[config.mk]
export PLATFORM = sky130hd
export DESIGN_NAME = spm_pin_mux
export DESIGN_NICKNAME = d
export VERILOG_FILES = /design/src/hdl/spm_pkg.sv /design/src/hdl/spm_pin_mux.sv /design/src/hdl/spm_route.sv
export SDC_FILE = /design/constraint.sdc
export NUM_CORES = 1
export LEC_CHECK = 0
export BUFFER_PORTS_ARGS = -buffer_cell sky130_fd_sc_hd__buf_2
export CAP_MARGIN = 20
export CORE_UTILIZATION = 44
export CTS_BUF_LIST = sky130_fd_sc_hd__clkbuf_16
export DETAILED_ROUTE_END_ITERATION = 16
export PLACE_DENSITY = 0.79
export SLEW_MARGIN = 30
export SYNTH_ARGS = -nofsm -noshare
export SYNTH_HDL_FRONTEND = slang
export SYNTH_HIERARCHICAL = 1
export SYNTH_SLANG_ARGS = --single-unit
[constraint.sdc]
create_clock -name mclk -period 1.8 [get_ports mclk]
set_clock_uncertainty 0.15 [all_clocks]
set_input_delay 0.45 -clock mclk [delete_from_list [all_inputs] [get_ports mclk]]
set_output_delay 0.45 -clock mclk [all_outputs]
set_load 0.02 [all_outputs]
[src/hdl/spm_pkg.sv]
// constants and types for the serial port pin multiplexer
// assumes a 14-bit word-addressed data memory bus with 16-bit data
package spm_pkg;

	localparam int          ADDR_W            = 14;
	localparam int          DATA_W            = 16;
	localparam int          MODE_W            = 9;

	localparam logic [13:0] MODE_CONTROL_ADDR = 14'h2015;
	localparam logic [13:0] SYS_CONTROL_ADDR  = 14'h3fff;

	localparam logic [8:0]  MODE_CONTROL_RST  = 9'h000;
	localparam logic [15:0] SYS_CONTROL_RST   = 16'h0000;

	localparam int          RX_SEL_BIT        = 4;
	localparam int          UART_MODE_BIT     = 5;
	localparam int          ALT_CONFIG_BIT    = 10;

	typedef struct packed {
		logic altConfig;
		logic uartMode;
		logic rxSelB;
	} spm_ctrl_t;

	// one two-way pin as seen from inside: input, output, output enable
	typedef struct packed {
		logic in;
		logic out;
		logic oe;
	} spm_pin_t;

endpackage

[src/hdl/spm_pin_mux.sv]
// serial port pin multiplexer: two control registers and pin steering
// assumes the core data memory bus is synchronous to mclk, one access per cycle
//
// Summary of operation
// - one of two receive pins feeds port
// - select bit set: pin B feeds receive
// - select bit clear: pin A feeds receive
// - mode bit 5 enables uart emulation
// - uart mode ties receive data and sync
// - uart mode drives sync pin from flag
// - system control bit 10 selects alternate pins
// - alternate: receive pin flag in, tx flag out
// - alternate: receive sync pin is interrupt zero
// - alternate: transmit sync pin is interrupt one
// - serial clock stays serial clock always
// - unselected receive pin remains general-purpose
module spm_pin_mux (
	input  wire logic        mclk,
	input  wire logic        rst_n,
	input  wire logic [13:0] dmAddr,
	input  wire logic [15:0] dmWrData,
	input  wire logic        dmWrEn,
	input  wire logic        dmRdEn,
	output logic      [15:0] dmRdData,
	output logic             dmRdValid,
	input  wire logic        rxPinAIn,
	output logic             rxPinAOut,
	output logic             rxPinAOe,
	input  wire logic        rxPinBIn,
	output logic             rxPinBOut,
	output logic             rxPinBOe,
	input  wire logic        rxFrameSyncIn,
	output logic             rxFrameSyncOut,
	output logic             rxFrameSyncOe,
	input  wire logic        txFrameSyncIn,
	output logic             txFrameSyncOut,
	output logic             txFrameSyncOe,
	output logic             txDataOut,
	output logic             txDataOe,
	input  wire logic        serialClockIn,
	output logic             serialClockOut,
	output logic             serialClockOe,
	input  wire logic        gpioAOut,
	input  wire logic        gpioAOe,
	output logic             gpioAIn,
	input  wire logic        gpioBOut,
	input  wire logic        gpioBOe,
	output logic             gpioBIn,
	input  wire logic        portRfsOut,
	input  wire logic        portRfsOe,
	input  wire logic        portTfsOut,
	input  wire logic        portTfsOe,
	input  wire logic        portTxData,
	input  wire logic        portTxOe,
	input  wire logic        portSclkOut,
	input  wire logic        portSclkOe,
	output logic             portSclkIn,
	output logic             portRxInput,
	output logic             portRxFrameSync,
	output logic             portTxFrameSync,
	input  wire logic        coreFlagOutOne,
	input  wire logic        flagOutput,
	output logic             flagInput,
	output logic             extInterruptZero,
	output logic             extInterruptOne
);

	logic [8:0]         modeControl_reg;
	logic [8:0]         modeControl_next;
	logic [15:0]        sysControl_reg;
	logic [15:0]        sysControl_next;
	logic [15:0]        rdData_reg;
	logic [15:0]        rdData_next;
	logic               rdValid_reg;
	logic               rdValid_next;
	spm_pkg::spm_ctrl_t ctrl;

	// register writes and reads
	always_comb begin
		modeControl_next = modeControl_reg;
		sysControl_next  = sysControl_reg;
		if (dmWrEn && dmAddr == spm_pkg::MODE_CONTROL_ADDR) begin
			modeControl_next = dmWrData[8:0];
		end
		if (dmWrEn && dmAddr == spm_pkg::SYS_CONTROL_ADDR) begin
			sysControl_next = dmWrData;
		end
		rdValid_next = dmRdEn;
		rdData_next  = 16'h0000;
		// unmapped addresses read as zero
		if (dmRdEn && dmAddr == spm_pkg::MODE_CONTROL_ADDR) begin
			rdData_next = {7'h00, modeControl_reg};
		end else if (dmRdEn && dmAddr == spm_pkg::SYS_CONTROL_ADDR) begin
			rdData_next = sysControl_reg;
		end
	end

	always_ff @(posedge mclk) begin
		if (!rst_n) begin
			modeControl_reg <= spm_pkg::MODE_CONTROL_RST;
			sysControl_reg  <= spm_pkg::SYS_CONTROL_RST;
			rdData_reg      <= 16'h0000;
			rdValid_reg     <= 1'b0;
		end else begin
			modeControl_reg <= modeControl_next;
			sysControl_reg  <= sysControl_next;
			rdData_reg      <= rdData_next;
			rdValid_reg     <= rdValid_next;
		end
	end

	assign dmRdData  = rdData_reg;
	assign dmRdValid = rdValid_reg;

	// pin steering is combinational so it follows the registers one edge after a write
	assign ctrl.rxSelB    = modeControl_reg[spm_pkg::RX_SEL_BIT];
	assign ctrl.uartMode  = modeControl_reg[spm_pkg::UART_MODE_BIT];
	assign ctrl.altConfig = sysControl_reg[spm_pkg::ALT_CONFIG_BIT];

	// clock pin is never reassigned; gpio select for it is software's job
	assign serialClockOut = portSclkOut;
	assign serialClockOe  = portSclkOe;
	assign portSclkIn     = serialClockIn;

	// both receive pins always reach the gpio input side
	assign gpioAIn = rxPinAIn;
	assign gpioBIn = rxPinBIn;

	spm_route u_route (
		.ctrl             (ctrl),
		.rxPinAIn         (rxPinAIn),
		.rxPinBIn         (rxPinBIn),
		.rxFrameSyncIn    (rxFrameSyncIn),
		.txFrameSyncIn    (txFrameSyncIn),
		.gpioAOut         (gpioAOut),
		.gpioAOe          (gpioAOe),
		.gpioBOut         (gpioBOut),
		.gpioBOe          (gpioBOe),
		.portRfsOut       (portRfsOut),
		.portRfsOe        (portRfsOe),
		.portTfsOut       (portTfsOut),
		.portTfsOe        (portTfsOe),
		.portTxData       (portTxData),
		.portTxOe         (portTxOe),
		.coreFlagOutOne   (coreFlagOutOne),
		.flagOutput       (flagOutput),
		.rxPinAOut        (rxPinAOut),
		.rxPinAOe         (rxPinAOe),
		.rxPinBOut        (rxPinBOut),
		.rxPinBOe         (rxPinBOe),
		.rxFrameSyncOut   (rxFrameSyncOut),
		.rxFrameSyncOe    (rxFrameSyncOe),
		.txFrameSyncOut   (txFrameSyncOut),
		.txFrameSyncOe    (txFrameSyncOe),
		.txDataOut        (txDataOut),
		.txDataOe         (txDataOe),
		.portRxInput      (portRxInput),
		.portRxFrameSync  (portRxFrameSync),
		.portTxFrameSync  (portTxFrameSync),
		.flagInput        (flagInput),
		.extInterruptZero (extInterruptZero),
		.extInterruptOne  (extInterruptOne)
	);

endmodule

[src/hdl/spm_route.sv]
// combinational steering of the serial port pins
// assumes control bits come from registers in the enclosing block
module spm_route (
	input  wire spm_pkg::spm_ctrl_t ctrl,
	input  wire logic               rxPinAIn,
	input  wire logic               rxPinBIn,
	input  wire logic               rxFrameSyncIn,
	input  wire logic               txFrameSyncIn,
	input  wire logic               gpioAOut,
	input  wire logic               gpioAOe,
	input  wire logic               gpioBOut,
	input  wire logic               gpioBOe,
	input  wire logic               portRfsOut,
	input  wire logic               portRfsOe,
	input  wire logic               portTfsOut,
	input  wire logic               portTfsOe,
	input  wire logic               portTxData,
	input  wire logic               portTxOe,
	input  wire logic               coreFlagOutOne,
	input  wire logic               flagOutput,
	output logic                    rxPinAOut,
	output logic                    rxPinAOe,
	output logic                    rxPinBOut,
	output logic                    rxPinBOe,
	output logic                    rxFrameSyncOut,
	output logic                    rxFrameSyncOe,
	output logic                    txFrameSyncOut,
	output logic                    txFrameSyncOe,
	output logic                    txDataOut,
	output logic                    txDataOe,
	output logic                    portRxInput,
	output logic                    portRxFrameSync,
	output logic                    portTxFrameSync,
	output logic                    flagInput,
	output logic                    extInterruptZero,
	output logic                    extInterruptOne
);

	logic selRx;

	always_comb begin
		selRx = ctrl.rxSelB ? rxPinBIn : rxPinAIn;

		// the unselected receive pin stays with the general-purpose logic
		rxPinAOut = gpioAOut;
		rxPinAOe  = ctrl.rxSelB ? gpioAOe : 1'b0;
		rxPinBOut = gpioBOut;
		rxPinBOe  = ctrl.rxSelB ? 1'b0 : gpioBOe;

		portRxInput = selRx;
		// uart emulation: frame sync sees the same line as receive data
		portRxFrameSync = ctrl.uartMode ? selRx : rxFrameSyncIn;

		if (ctrl.uartMode) begin
			rxFrameSyncOut = coreFlagOutOne;
			rxFrameSyncOe  = 1'b1;
		end else if (ctrl.altConfig) begin
			rxFrameSyncOut = 1'b0;
			rxFrameSyncOe  = 1'b0;
		end else begin
			rxFrameSyncOut = portRfsOut;
			rxFrameSyncOe  = portRfsOe;
		end

		portTxFrameSync = txFrameSyncIn;
		if (ctrl.altConfig) begin
			txFrameSyncOut = 1'b0;
			txFrameSyncOe  = 1'b0;
			txDataOut      = flagOutput;
			txDataOe       = 1'b1;
		end else begin
			txFrameSyncOut = portTfsOut;
			txFrameSyncOe  = portTfsOe;
			txDataOut      = portTxData;
			txDataOe       = portTxOe;
		end

		// interrupt and flag inputs are qualified by the alternate mode
		flagInput        = ctrl.altConfig & selRx;
		extInterruptZero = ctrl.altConfig & rxFrameSyncIn;
		extInterruptOne  = ctrl.altConfig & txFrameSyncIn;
	end

endmodule

==> results.cfg, run 1 <==
[synth]
yosysTopAreaCell = dfxtp_1
yosys.area_share.simple = 0.2789
synthTopCellsByArea = dfxtp_1 (50%), nand3_1 (7.5%), o21ai_1 (7.5%), a22o_1 (5.2%), nor4_4 (5.1%)
synth_xor_xnor_area_share = 0
ys_async_sr_fraction = 0
synth_ff_type = dfxtp_1
avgSynthCellArea_um2 = 9.643
yosysSeqAreaShare = 0.5011
synthCells = 174
yosys_register_bits = 42
synthAdderAreaFrac = 0
syn_nets = 227
synth-compound-area-share = 0.1342
synth_edf_count = 0
ys_warn_count = 6
synth.top_cell.area_share = 0.5011
synth_mux_area_frac = 0.01491
syn-cell-area_um2 = 1678
synth_cell_type_count = 29
synth_top_family_by_area = simple AND/OR/NAND/NOR gates

[worst_hold_path]
worstHoldPathType = in2reg
hold_path.startpoint = dmWrData[10]

[layout]
num_antenna_cells = 0
fin_area_um2 = 2266
syn_to_final_growth_pct = 35.05
final_nets = 301
drive_gt1_frac = 0.4458
multiInputGateArea_um2 = 734.5
fill_cells = 335
register_area_um2 = 849.6

[routing]
drc = 0
dr.pass1.iters = 6
drt-total-wl_um = 3156
wl_per_cell_um = 10.63
antenna_left = 0
vias = 1435
via_per_inst = 4.832
drt_iter0_drc = 44

[timing]
hold_viol = 0
timing.setup.tns_ns = 0
slew_violations = 0
min_period_over_period = 0.9620
rsz0062_at_grt = false
setup_viol = 0
relSlewSlack = 0.7329
worst_pin_slew_ns = 0.4007
post-route-min-period_ns = 1.732
clock.fmax_mhz = 577.5

[setup_path]
crit_path_start = modeControl_reg[4]$_SDFFE_PN0P_
worstPathRequired_ns = 1.20
worst-r2r-setup-slack_ns = 0.98
crit_path_max_fanout = 5
cp_slowest_cell = dfxtp_4
reg2reg_from = modeControl_reg[4]$_SDFFE_PN0P_
cp-start-kind = flip-flop
critical_path_class = reg2out
crit_chain = mux2i_4 -> a21oi_2 -> buf_4
crit_path_end_kind = output pin
cpPeakStageDelay_ns = 0.38
arrival_ns = 1.13

[global_route]
gr-usage-all-layers = 0.1643
grt_first_pass_wirelength_um = 5202
grtUsageMet2 = 0.3032
antenna_found_initial = 0
grt_util_met3 = 0.05536
busiest_layer = met2
gr-total-overflow = 0
grt_max_degree = 42
grtUsageMet1 = 0.1723
grt_pass1_vias = 1215

[power_and_ir_drop]
p_per_area_nw_per_um2 = 833.3
power.leakage_nw = 1.036
power.total_w = 0.001888
max-vdd-ir-drop_mv = 0.3927

[clock_network]
holdBufCountCts = 0
clockRootBuffer = clkbuf_16
postCtsSetupRepairBufs = 0
clk_path_buf_depth = 2
cts_tree = built
h-tree-depth = 2
path_clk_slew_ns = 0.05
cts-buffers-inserted = 5
insertion_delay_ns = 0.27
clock_sinks = 42

[place]
dp_hpwl_um = 2260
io_buffers = 80
gp_congestion = 0.7405
dpl_cell_area_um2 = 2102

[floorplan]
die-height_um = 63.75
die_area_um2 = 4064
start_util = 0.4583
fp.dieW_um = 63.75
rows = 22
coreArea_um2 = 3661
ioPinCount = 91

[flow_run]
maxCapViolCount = 0

[status]
status = finished clean
==> per-stage QoR <==
| stage | std cells | util | hold WS (ns) | setup slack [ns] |
|---|---|---|---|---|
| after detailed placement | 289 | 0.5742 | 0.2892 | 0.07664 |
| after floorplan | 174 | - | 0.2794 | 0.2130 |
| after global placement | 289 | 0.5742 | 0.2848 | 0.1272 |
| after CTS | 297 | 0.6131 | 0.2497 | 0.02324 |
| after global routing | 297 | 0.6189 | 0.2508 | 0.01315 |
| final | 297 | 0.6189 | 0.2513 | 0.06835 |
==> layout by cell type, fill, tap and decap left out, types with 2 or more instances in the layout <==
cell type / count
buf_2: 79
inv_1: 2
and2_1: 7
nor2_1: 3
o21ai_1: 25
clkinv_1: 3
nand3_1: 25
nand2_1: 17
buf_12: 3
nand2_2: 2
buf_4: 3
clkbuf_16: 5
a22o_1: 10
nor4_4: 4
and2_2: 4
dfxtp_1: 39
dfxtp_4: 2
nand4_2: 2
and2b_2: 2
==> final timing paths <==
kind                                           to  cells past startpoint
setup reg to reg           dmRdData[4]$_SDFF_PN0_                      1
hold reg to reg   sysControl_reg[12]$_SDFFE_PN0P_                      2
setup / recovery                  portRxFrameSync                      3
hold / removal    sysControl_reg[10]$_SDFFE_PN0P_                      3
==> report_power, final <==
part	leakage, nW	internal, W	switching [W]	total [W]
logic	0.629	0.0000663	0.0000792	0.000145
clock network	0.0663	0.000498	0.000316	0.000815
registers	0.340	0.000928	0.000000205	0.000928
==> layout make-up <==
| cell class | instances | area share |
|---|---|---|
| Sequential cell | 42 | 0.3749 |
| Inverter | 2 | 0.003313 |
| Clock inverter | 3 | 0.004970 |
| Tap cell | 48 | 0.02650 |
| Clock buffer | 5 | 0.05522 |
| Multi-Input combinational cell | 112 | 0.3241 |
| Timing Repair Buffer | 85 | 0.2109 |
==> cells by family (layout without fill, tap and decap cells) <==
logic type | after synthesis | after routing
AOI/OAI and AO/OA | 37 | 37
buffers and inverters | 20 | 95
and+or+nand+nor | 73 | 73
muxes | 2 | 2
DFF | 42 | 42
==> worst max-delay path, delay by kind of cell (launching register included) <==
| kind | cells | cell delay, ns |
|---|---|---|
| flops | 1 | 0.38 |
| mux | 1 | 0.25 |
| buf+inv | 1 | 0.15 |
| compound gates | 1 | 0.08 |
==> cell usage after synthesis, types with 2 or more instances <==
master and instances:
and2b_2 2, and2_2 4, nand4_2 2, nand2_1 17, o21ai_1 25, inv_1 2
nand3_1 25, and2_1 7, buf_2 5, buf_4 8, nor4_4 4, nor2_1 3
a22o_1 10, dfxtp_1 42, nand2_2 2, buf_1 3
==> routing by layer <==
metal  wire length (um)  vias up
met1               1325      606
li1                   -      754
met4                 29        0
met3                253        5
met5                  0        -
met2               1548       70
==> what timing repair did <==
| item | CTS | global route |
|---|---|---|
| gates resized for setup | 3 | 6 |
| setup endpoints to repair | 2 | 2 |
| cloned | 0 | 0 |
(Power assumes the default switching activity.)
==> run 2: changes to the inputs <==
--- a/config.mk
+++ b/config.mk
@@ -7,10 +7,10 @@
 export LEC_CHECK = 0
 export BUFFER_PORTS_ARGS = -buffer_cell sky130_fd_sc_hd__buf_2
 export CAP_MARGIN = 20
-export CORE_UTILIZATION = 44
+export CORE_UTILIZATION = 39
 export CTS_BUF_LIST = sky130_fd_sc_hd__clkbuf_16
 export DETAILED_ROUTE_END_ITERATION = 16
-export PLACE_DENSITY = 0.79
+export PLACE_DENSITY = 0.74
 export SLEW_MARGIN = 30
 export SYNTH_ARGS = -nofsm -noshare
 export SYNTH_HDL_FRONTEND = slang
==> constraint.sdc (replaced) <==
create_clock -name mclk -period 1.5 [get_ports mclk]
set_clock_uncertainty 0.15 [all_clocks]
set_input_delay 0.375 -clock mclk [delete_from_list [all_inputs] [get_ports mclk]]
set_output_delay 0.375 -clock mclk [all_outputs]
set_load 0.02 [all_outputs]
==> run 2 against run 1 <==
  * The flow now finishes with violations (negative setup slack)
  * Clock power up 41%
  * Die area up 12%
  * Power rose by 30%
  * Sequential power up 21%
  * Critical path depth is the same
  * Wire length grew 7.9%
  * Final cell count up 2.4%
  * Non-clock buffer count increased by 5
  * Utilization down 3.9 points
  * Largest cell class unchanged
  * Largest power group is now clock
==> results.cfg, run 2 (synthesis gave the netlist of run 1 again) <==
[clock_network]
cts_tree = built
holdBufCountCts = 0
clock_sinks = 42
path_clk_slew_ns = 0.06
clockRootBuffer = clkbuf_16
h-tree-depth = 2
cts-buffers-inserted = 5
clk_path_buf_depth = 2
insertion_delay_ns = 0.27

[power_and_ir_drop]
p_per_area_nw_per_um2 = 1043
power.leakage_nw = 1.095
max-vdd-ir-drop_mv = 0.7247

[layout]
layout_common_cells = buf_2 (73), dfxtp_1 (39), nand3_1 (25), o21ai_1 (25), nand2_1 (17)
syn_to_final_growth_pct = 40.19
finalNonFillerCells = 304
drive_gt1_frac = 0.4606
register_area_um2 = 847.1
final_common_cell = buf_2
fill_cells = 369
fin_util = 0.5797
num_antenna_cells = 0
final_nets = 306
multiInputGateArea_um2 = 732.0

[timing]
worst_pin_slew_ns = 0.3866
clock.fmax_mhz = 612.5
hold_viol = 0
slew_violations = 0
relSlewSlack = 0.7423
min_period_over_period = 1.088
rsz0062_at_grt = true
post-route-min-period_ns = 1.633
setup_viol = 11
setup_slack_ns = -0.1326

[setup_path]
cp-start-kind = flip-flop
worstPathRequired_ns = 0.97
critical_path_class = reg2out
crit_path_max_fanout = 3
crit_path_end_kind = output pin
cp_slowest_cell = dfxtp_2
crit_chain = mux2i_2 -> a21oi_1 -> buf_2
reg2reg_from = modeControl_reg[4]$_SDFFE_PN0P_
path_depth = 3
crit_buf_inv = 1
arrival_ns = 1.11
rr_worst_depth = 2
crit_path_start = modeControl_reg[4]$_SDFFE_PN0P_
critPathTopFamily = flip-flops
cpPeakStageDelay_ns = 0.34

[routing]
drc = 0
dr.pass1.iters = 4
drt_iter0_drc = 41
via_per_inst = 4.681
antenna_left = 0
drt-total-wl_um = 3404
vias = 1423
wl_per_cell_um = 11.20

[floorplan]
die-height_um = 67.59
fp.dieW_um = 67.59
die_area_um2 = 4568
rows = 23
ioPinCount = 91
coreArea_um2 = 4058
start_util = 0.4135

[worst_hold_path]
hold_path.startpoint = dmWrData[10]
worstHoldPathType = in2reg
hold_depth = 3

[global_route]
grt_max_degree = 42
grt_first_pass_wirelength_um = 5237
grt_pass1_vias = 1262
gr-usage-all-layers = 0.1527
gr-total-overflow = 0
antenna_found_initial = 0

[flow_run]
maxCapViolCount = 0

[place]
dp.cells = 295
dp_hpwl_um = 2484
gp_congestion = 0.7009
io_buffers = 80

[status]
status = finished with violations
violations = negative setup slack
-- run 2: per-stage QoR --
step,hold slack [ns],setup slack [ns],area [um2],total power [W],setup TNS (ns)
floorplan,0.2794,-0.002982,1688,0.001247,-0.002982
global placement,0.2845,-0.09436,2130,0.001317,-2.757
detailed placement,0.2905,-0.1201,2130,0.001321,-3.843
CTS,0.1717,-0.1548,2315,0.002477,-1.085
global route,0.1825,-0.1853,2352,0.002554,-1.317
finish,0.1747,-0.1326,2352,0.002454,-0.8019
-- run 2: layout make-up --
type / count / share of cell area
inverters: 2 / 0.003191
clock inverters: 3 / 0.01596
flip-flops and latches: 42 / 0.3601
repair buffers: 90 / 0.2298
multi-input cells: 112 / 0.3112
clock buffers: 5 / 0.05319
well taps: 50 / 0.02660
-- run 2: layer usage --
metal  part of all wire  GRT usage  wire length, um  up-vias
met5                  0          0                0        -
met4             0.0024    0.05585                8        0
met3              0.081    0.03885              277        2
met2               0.51     0.2908             1743       65
met1               0.40     0.1573             1375      597
li1                   -          -                -      759
-- run 2: worst reg2reg max path, cell delays in order (launching register included) --
cell     delay [ns]
dfxtp_2        0.33
buf_4          0.14
a22o_1         0.19
-- run 2: path summary, 6_finish.rpt --
| kind | endpoint | slack [ns] |
|---|---|---|
| max | portRxFrameSync | -0.13 |
| min | sysControl_reg[10]$_SDFFE_PN0P_ | 0.17 |
| max reg2reg | dmRdData[4]$_SDFF_PN0_ | 0.59 |
| min reg2reg | sysControl_reg[9]$_SDFFE_PN0P_ | 0.30 |
-- run 2: where the power goes --
part | total, W | leakage [nW] | switching, W | internal, W
sequential | 0.00112 | 0.340 | 0.000000265 | 0.00112
combinational | 0.000186 | 0.668 | 0.0000975 | 0.0000885
clock | 0.00115 | 0.0864 | 0.000381 | 0.000772
total | 0.00245 | 1.10 | 0.000478 | 0.00198
-- run 2: repair_timing --
action,in CTS,in global routing
resized for setup,9,10
buffers inserted,0,1
setup endpoints to repair,13,13
gates cloned,0,0
==> run 3: changes to the inputs <==
--- a/config.mk
+++ b/config.mk
@@ -5,12 +5,15 @@
 export SDC_FILE = /design/constraint.sdc
 export NUM_CORES = 1
 export LEC_CHECK = 0
+export ABC_AREA = 1
 export BUFFER_PORTS_ARGS = -buffer_cell sky130_fd_sc_hd__buf_2
 export CAP_MARGIN = 20
-export CORE_UTILIZATION = 39
+export CORE_UTILIZATION = 42
 export CTS_BUF_LIST = sky130_fd_sc_hd__clkbuf_16
 export DETAILED_ROUTE_END_ITERATION = 16
-export PLACE_DENSITY = 0.74
+export GPL_ROUTABILITY_DRIVEN = 0
+export PLACE_DENSITY = 0.75
+export SKIP_LAST_GASP = 1
 export SLEW_MARGIN = 30
 export SYNTH_ARGS = -nofsm -noshare
 export SYNTH_HDL_FRONTEND = slang
==> run 3 against run 2 <==
  * The flow still finishes with violations (negative setup slack)
  * Global-route usage rose by 3.0 points
  * Clock power fell by 13%
  * Power fell by 5.2%
  * Die area rose by 12%
  * Utilization rose by 1.0 points
  * Sequential cell count did not move
  * Synthesized area rose by 21%
  * Final cell count rose by 44%
  * Critical path type unchanged
==> results.cfg, run 3 <==
[global_route]
antenna_found_initial = 0
gr-total-overflow = 0
grt_first_pass_wirelength_um = 7410
gr-usage-all-layers = 0.1825
grt_max_degree = 33
grt_pass1_vias = 1811

[synth]
synth_ff_type = dfxtp_1
synth_common_cells = nand2_1 (74), nor2_1 (55), inv_1 (49), dfxtp_1 (42), nand3_1 (35)
synth.top_cell.area_share = 0.4146
avgSynthCellArea_um2 = 6.606
ys_async_sr_fraction = 0
ys_warn_count = 6
yosysSeqAreaShare = 0.4146
syn-cell-area_um2 = 2028
syn_nets = 360
synthTopCellsByArea = dfxtp_1 (41%), nand2_1 (14%), nor2_1 (10%), inv_1 (9.1%), nand3_1 (8.6%)
synth.most_common_cell = nand2_1
yosysTopAreaCell = dfxtp_1
synthCells = 307
synth_cell_type_count = 20
yosys_register_bits = 42
synth_edf_count = 0

[status]
violations = negative setup slack
status = finished with violations

[timing]
setup_slack_ns = -0.03076
relSlewSlack = 0.8395
hold_viol = 0
min_period_over_period = 1.021
slew_violations = 0
worst_pin_slew_ns = 0.2407
worst_hold_slack_ns = 0.1783
post-route-min-period_ns = 1.531
clock.fmax_mhz = 653.3
setup_viol = 7
rsz0062_at_grt = true

[routing]
drt_iter0_drc = 150
vias = 1999
dr.pass1.iters = 4
wl_per_cell_um = 10.01
antenna_left = 0
drt-total-wl_um = 4373
wl_met1_um = 1914
via_per_inst = 4.574
drc = 0
wl_met2_um = 2026
maxUsedRoutingLayer = met4
wl_met3_um = 355

[power_and_ir_drop]
power.leakage_nw = 1.435
power_frac_seq = 0.479
power.share.clock = 0.427
p_comb_frac = 0.094
max-vdd-ir-drop_mv = 0.4760
p_per_area_nw_per_um2 = 875.7
netSwitchingFraction = 0.2235
p_sw_w = 0.0005202
p_int_w = 0.001807

[place]
io_buffers = 80
place_ws_ns = -0.04462
dpl_cell_area_um2 = 2422
dp_hpwl_um = 3047
dp.cells = 426

[layout]
finalNonFillerCells = 437
final_nets = 438
fill_cells = 448
num_antenna_cells = 0
syn_to_final_growth_pct = 31.03
drive_gt1_frac = 0.3169
fin_area_um2 = 2658
fin_util = 0.5900
final_common_cell = nand2_1
layout_common_cells = nand2_1 (71), buf_2 (69), nor2_1 (55), inv_1 (45), dfxtp_1 (39)

[setup_path]
arrival_ns = 1.01
cpPeakStageDelay_ns = 0.35
rr_worst_depth = 4
crit_path_end_kind = output pin
reg2reg_from = sysControl_reg[10]$_SDFFE_PN0P_
timing.rr.end = sysControl_reg[10]$_SDFFE_PN0P_
cp-start-kind = flip-flop
crit_chain = inv_2 -> nand2_2 -> nand2_2 -> nor2_2 -> buf_6
crit_path_max_fanout = 3
critical_path_class = reg2out
critPathMostFrequentCell = nand2_2
cp_slowest_cell = dfxtp_4
worstPathRequired_ns = 0.97
worst-r2r-setup-slack_ns = 0.46

[worst_hold_path]
min_to = modeControl_reg[0]$_SDFFE_PN0P_
hold_path.startpoint = dmWrData[0]
hold_depth = 3
worstHoldPathType = in2reg

[clock_network]
cts-buffers-inserted = 5
path_clk_slew_ns = 0.06
clock_sinks = 42
clockRootBuffer = clkbuf_16
cts_tree = built
holdBufCountCts = 0
clk_path_buf_depth = 2
insertion_delay_ns = 0.28
h-tree-depth = 2

[floorplan]
start_util = 0.4503
ioPinCount = 91
rows = 24
coreArea_um2 = 4504
die-height_um = 71.49
die_area_um2 = 5111
fp.dieW_um = 71.49

[flow_run]
maxCapViolCount = 0
[run 3: changes by cell type after synthesis, moves of 7 or more]
cell | before | now
nand2_1 | 17 | 74
nor2_1 | 3 | 55
inv_1 | 2 | 49
o21ai_1 | 25 | 0
a21oi_1 | 1 | 16
a22o_1 | 10 | 0
nand3_1 | 25 | 35
and2_1 | 7 | 0
[run 3: layout make-up]
cell class              count  area [um2]  share of cell area
flip-flops and latches     42       849.6              0.3197
repair buffers             92       556.8              0.2095
inverters                  50       187.7             0.07062
well taps                  52       65.06             0.02448
clock inverters             2       10.01            0.003766
clock buffers               5       125.1             0.04708
multi-input cells         194       863.3              0.3249
[run 3: timing repair]
item                                    CTS  global route
gates resized for setup                  22            10
endpoints found under the setup margin   13            11
pin swaps                                 3             0
hold endpoints to repair                  0             0
cloned                                    0             0
buffers inserted                          4             0
[run 3: cell families after synthesis]
logic type | count (synthesis) | share of synthesized area
simple gates | 177 | 0.3800
buf+inv | 71 | 0.1635
flops | 42 | 0.4146
compound gates | 17 | 0.04195
[run 3: worst max-delay path by stage]
stage | from | endpoint | slack (ns) | depth (start not counted)
2_1_floorplan | dmAddr[10] | sysControl_reg[10]$_SDFFE_PN0P_ | 0.19 | 8
3_3_place_gp | dmAddr[10] | sysControl_reg[6]$_SDFFE_PN0P_ | 0.004 | 9
3_5_place_dp | dmAddr[9] | dmRdData[0]$_SDFF_PN0_ | -0.04 | 8
4_1_cts | modeControl_reg[4]$_SDFFE_PN0P_ | flagInput | -0.03 | 5
5_1_grt | modeControl_reg[4]$_SDFFE_PN0P_ | portRxFrameSync | -0.07 | 5
6_report | modeControl_reg[4]$_SDFFE_PN0P_ | flagInput | -0.03 | 5
[run 3: metal layers]
metal  global-route usage  vias to the layer above
met1               0.2128                      852
met3              0.04782                        6
li1                     -                     1064
met2               0.3111                       77
met5                    0                        -
met4              0.09150                        0
[run 3: through the flow]
step                      TNS [ns]  power (W)
after floorplan                  0   0.001275
after global placement           0   0.001348
after detailed placement   -0.3487   0.001351
after CTS                 -0.06626   0.002351
after global routing       -0.4625   0.002424
final                     -0.09381   0.002327
[run 3: power by group through the flow]
stage / registers [W] / clock network (W) / logic (W)
floorplan: 0.00114 / 0 / 0.000131
global placement: 0.00114 / 0 / 0.000207
detailed placement: 0.00114 / 0 / 0.000209
CTS: 0.00112 / 0.00102 / 0.000217
global route: 0.00111 / 0.00107 / 0.000245
finish: 0.00111 / 0.000995 / 0.000219
[run 3: critical path, delay by kind of cell (launching register included)]
family,cells,cell delay [ns]
buf+inv,2,0.15
flops,1,0.35
simple gates,3,0.22
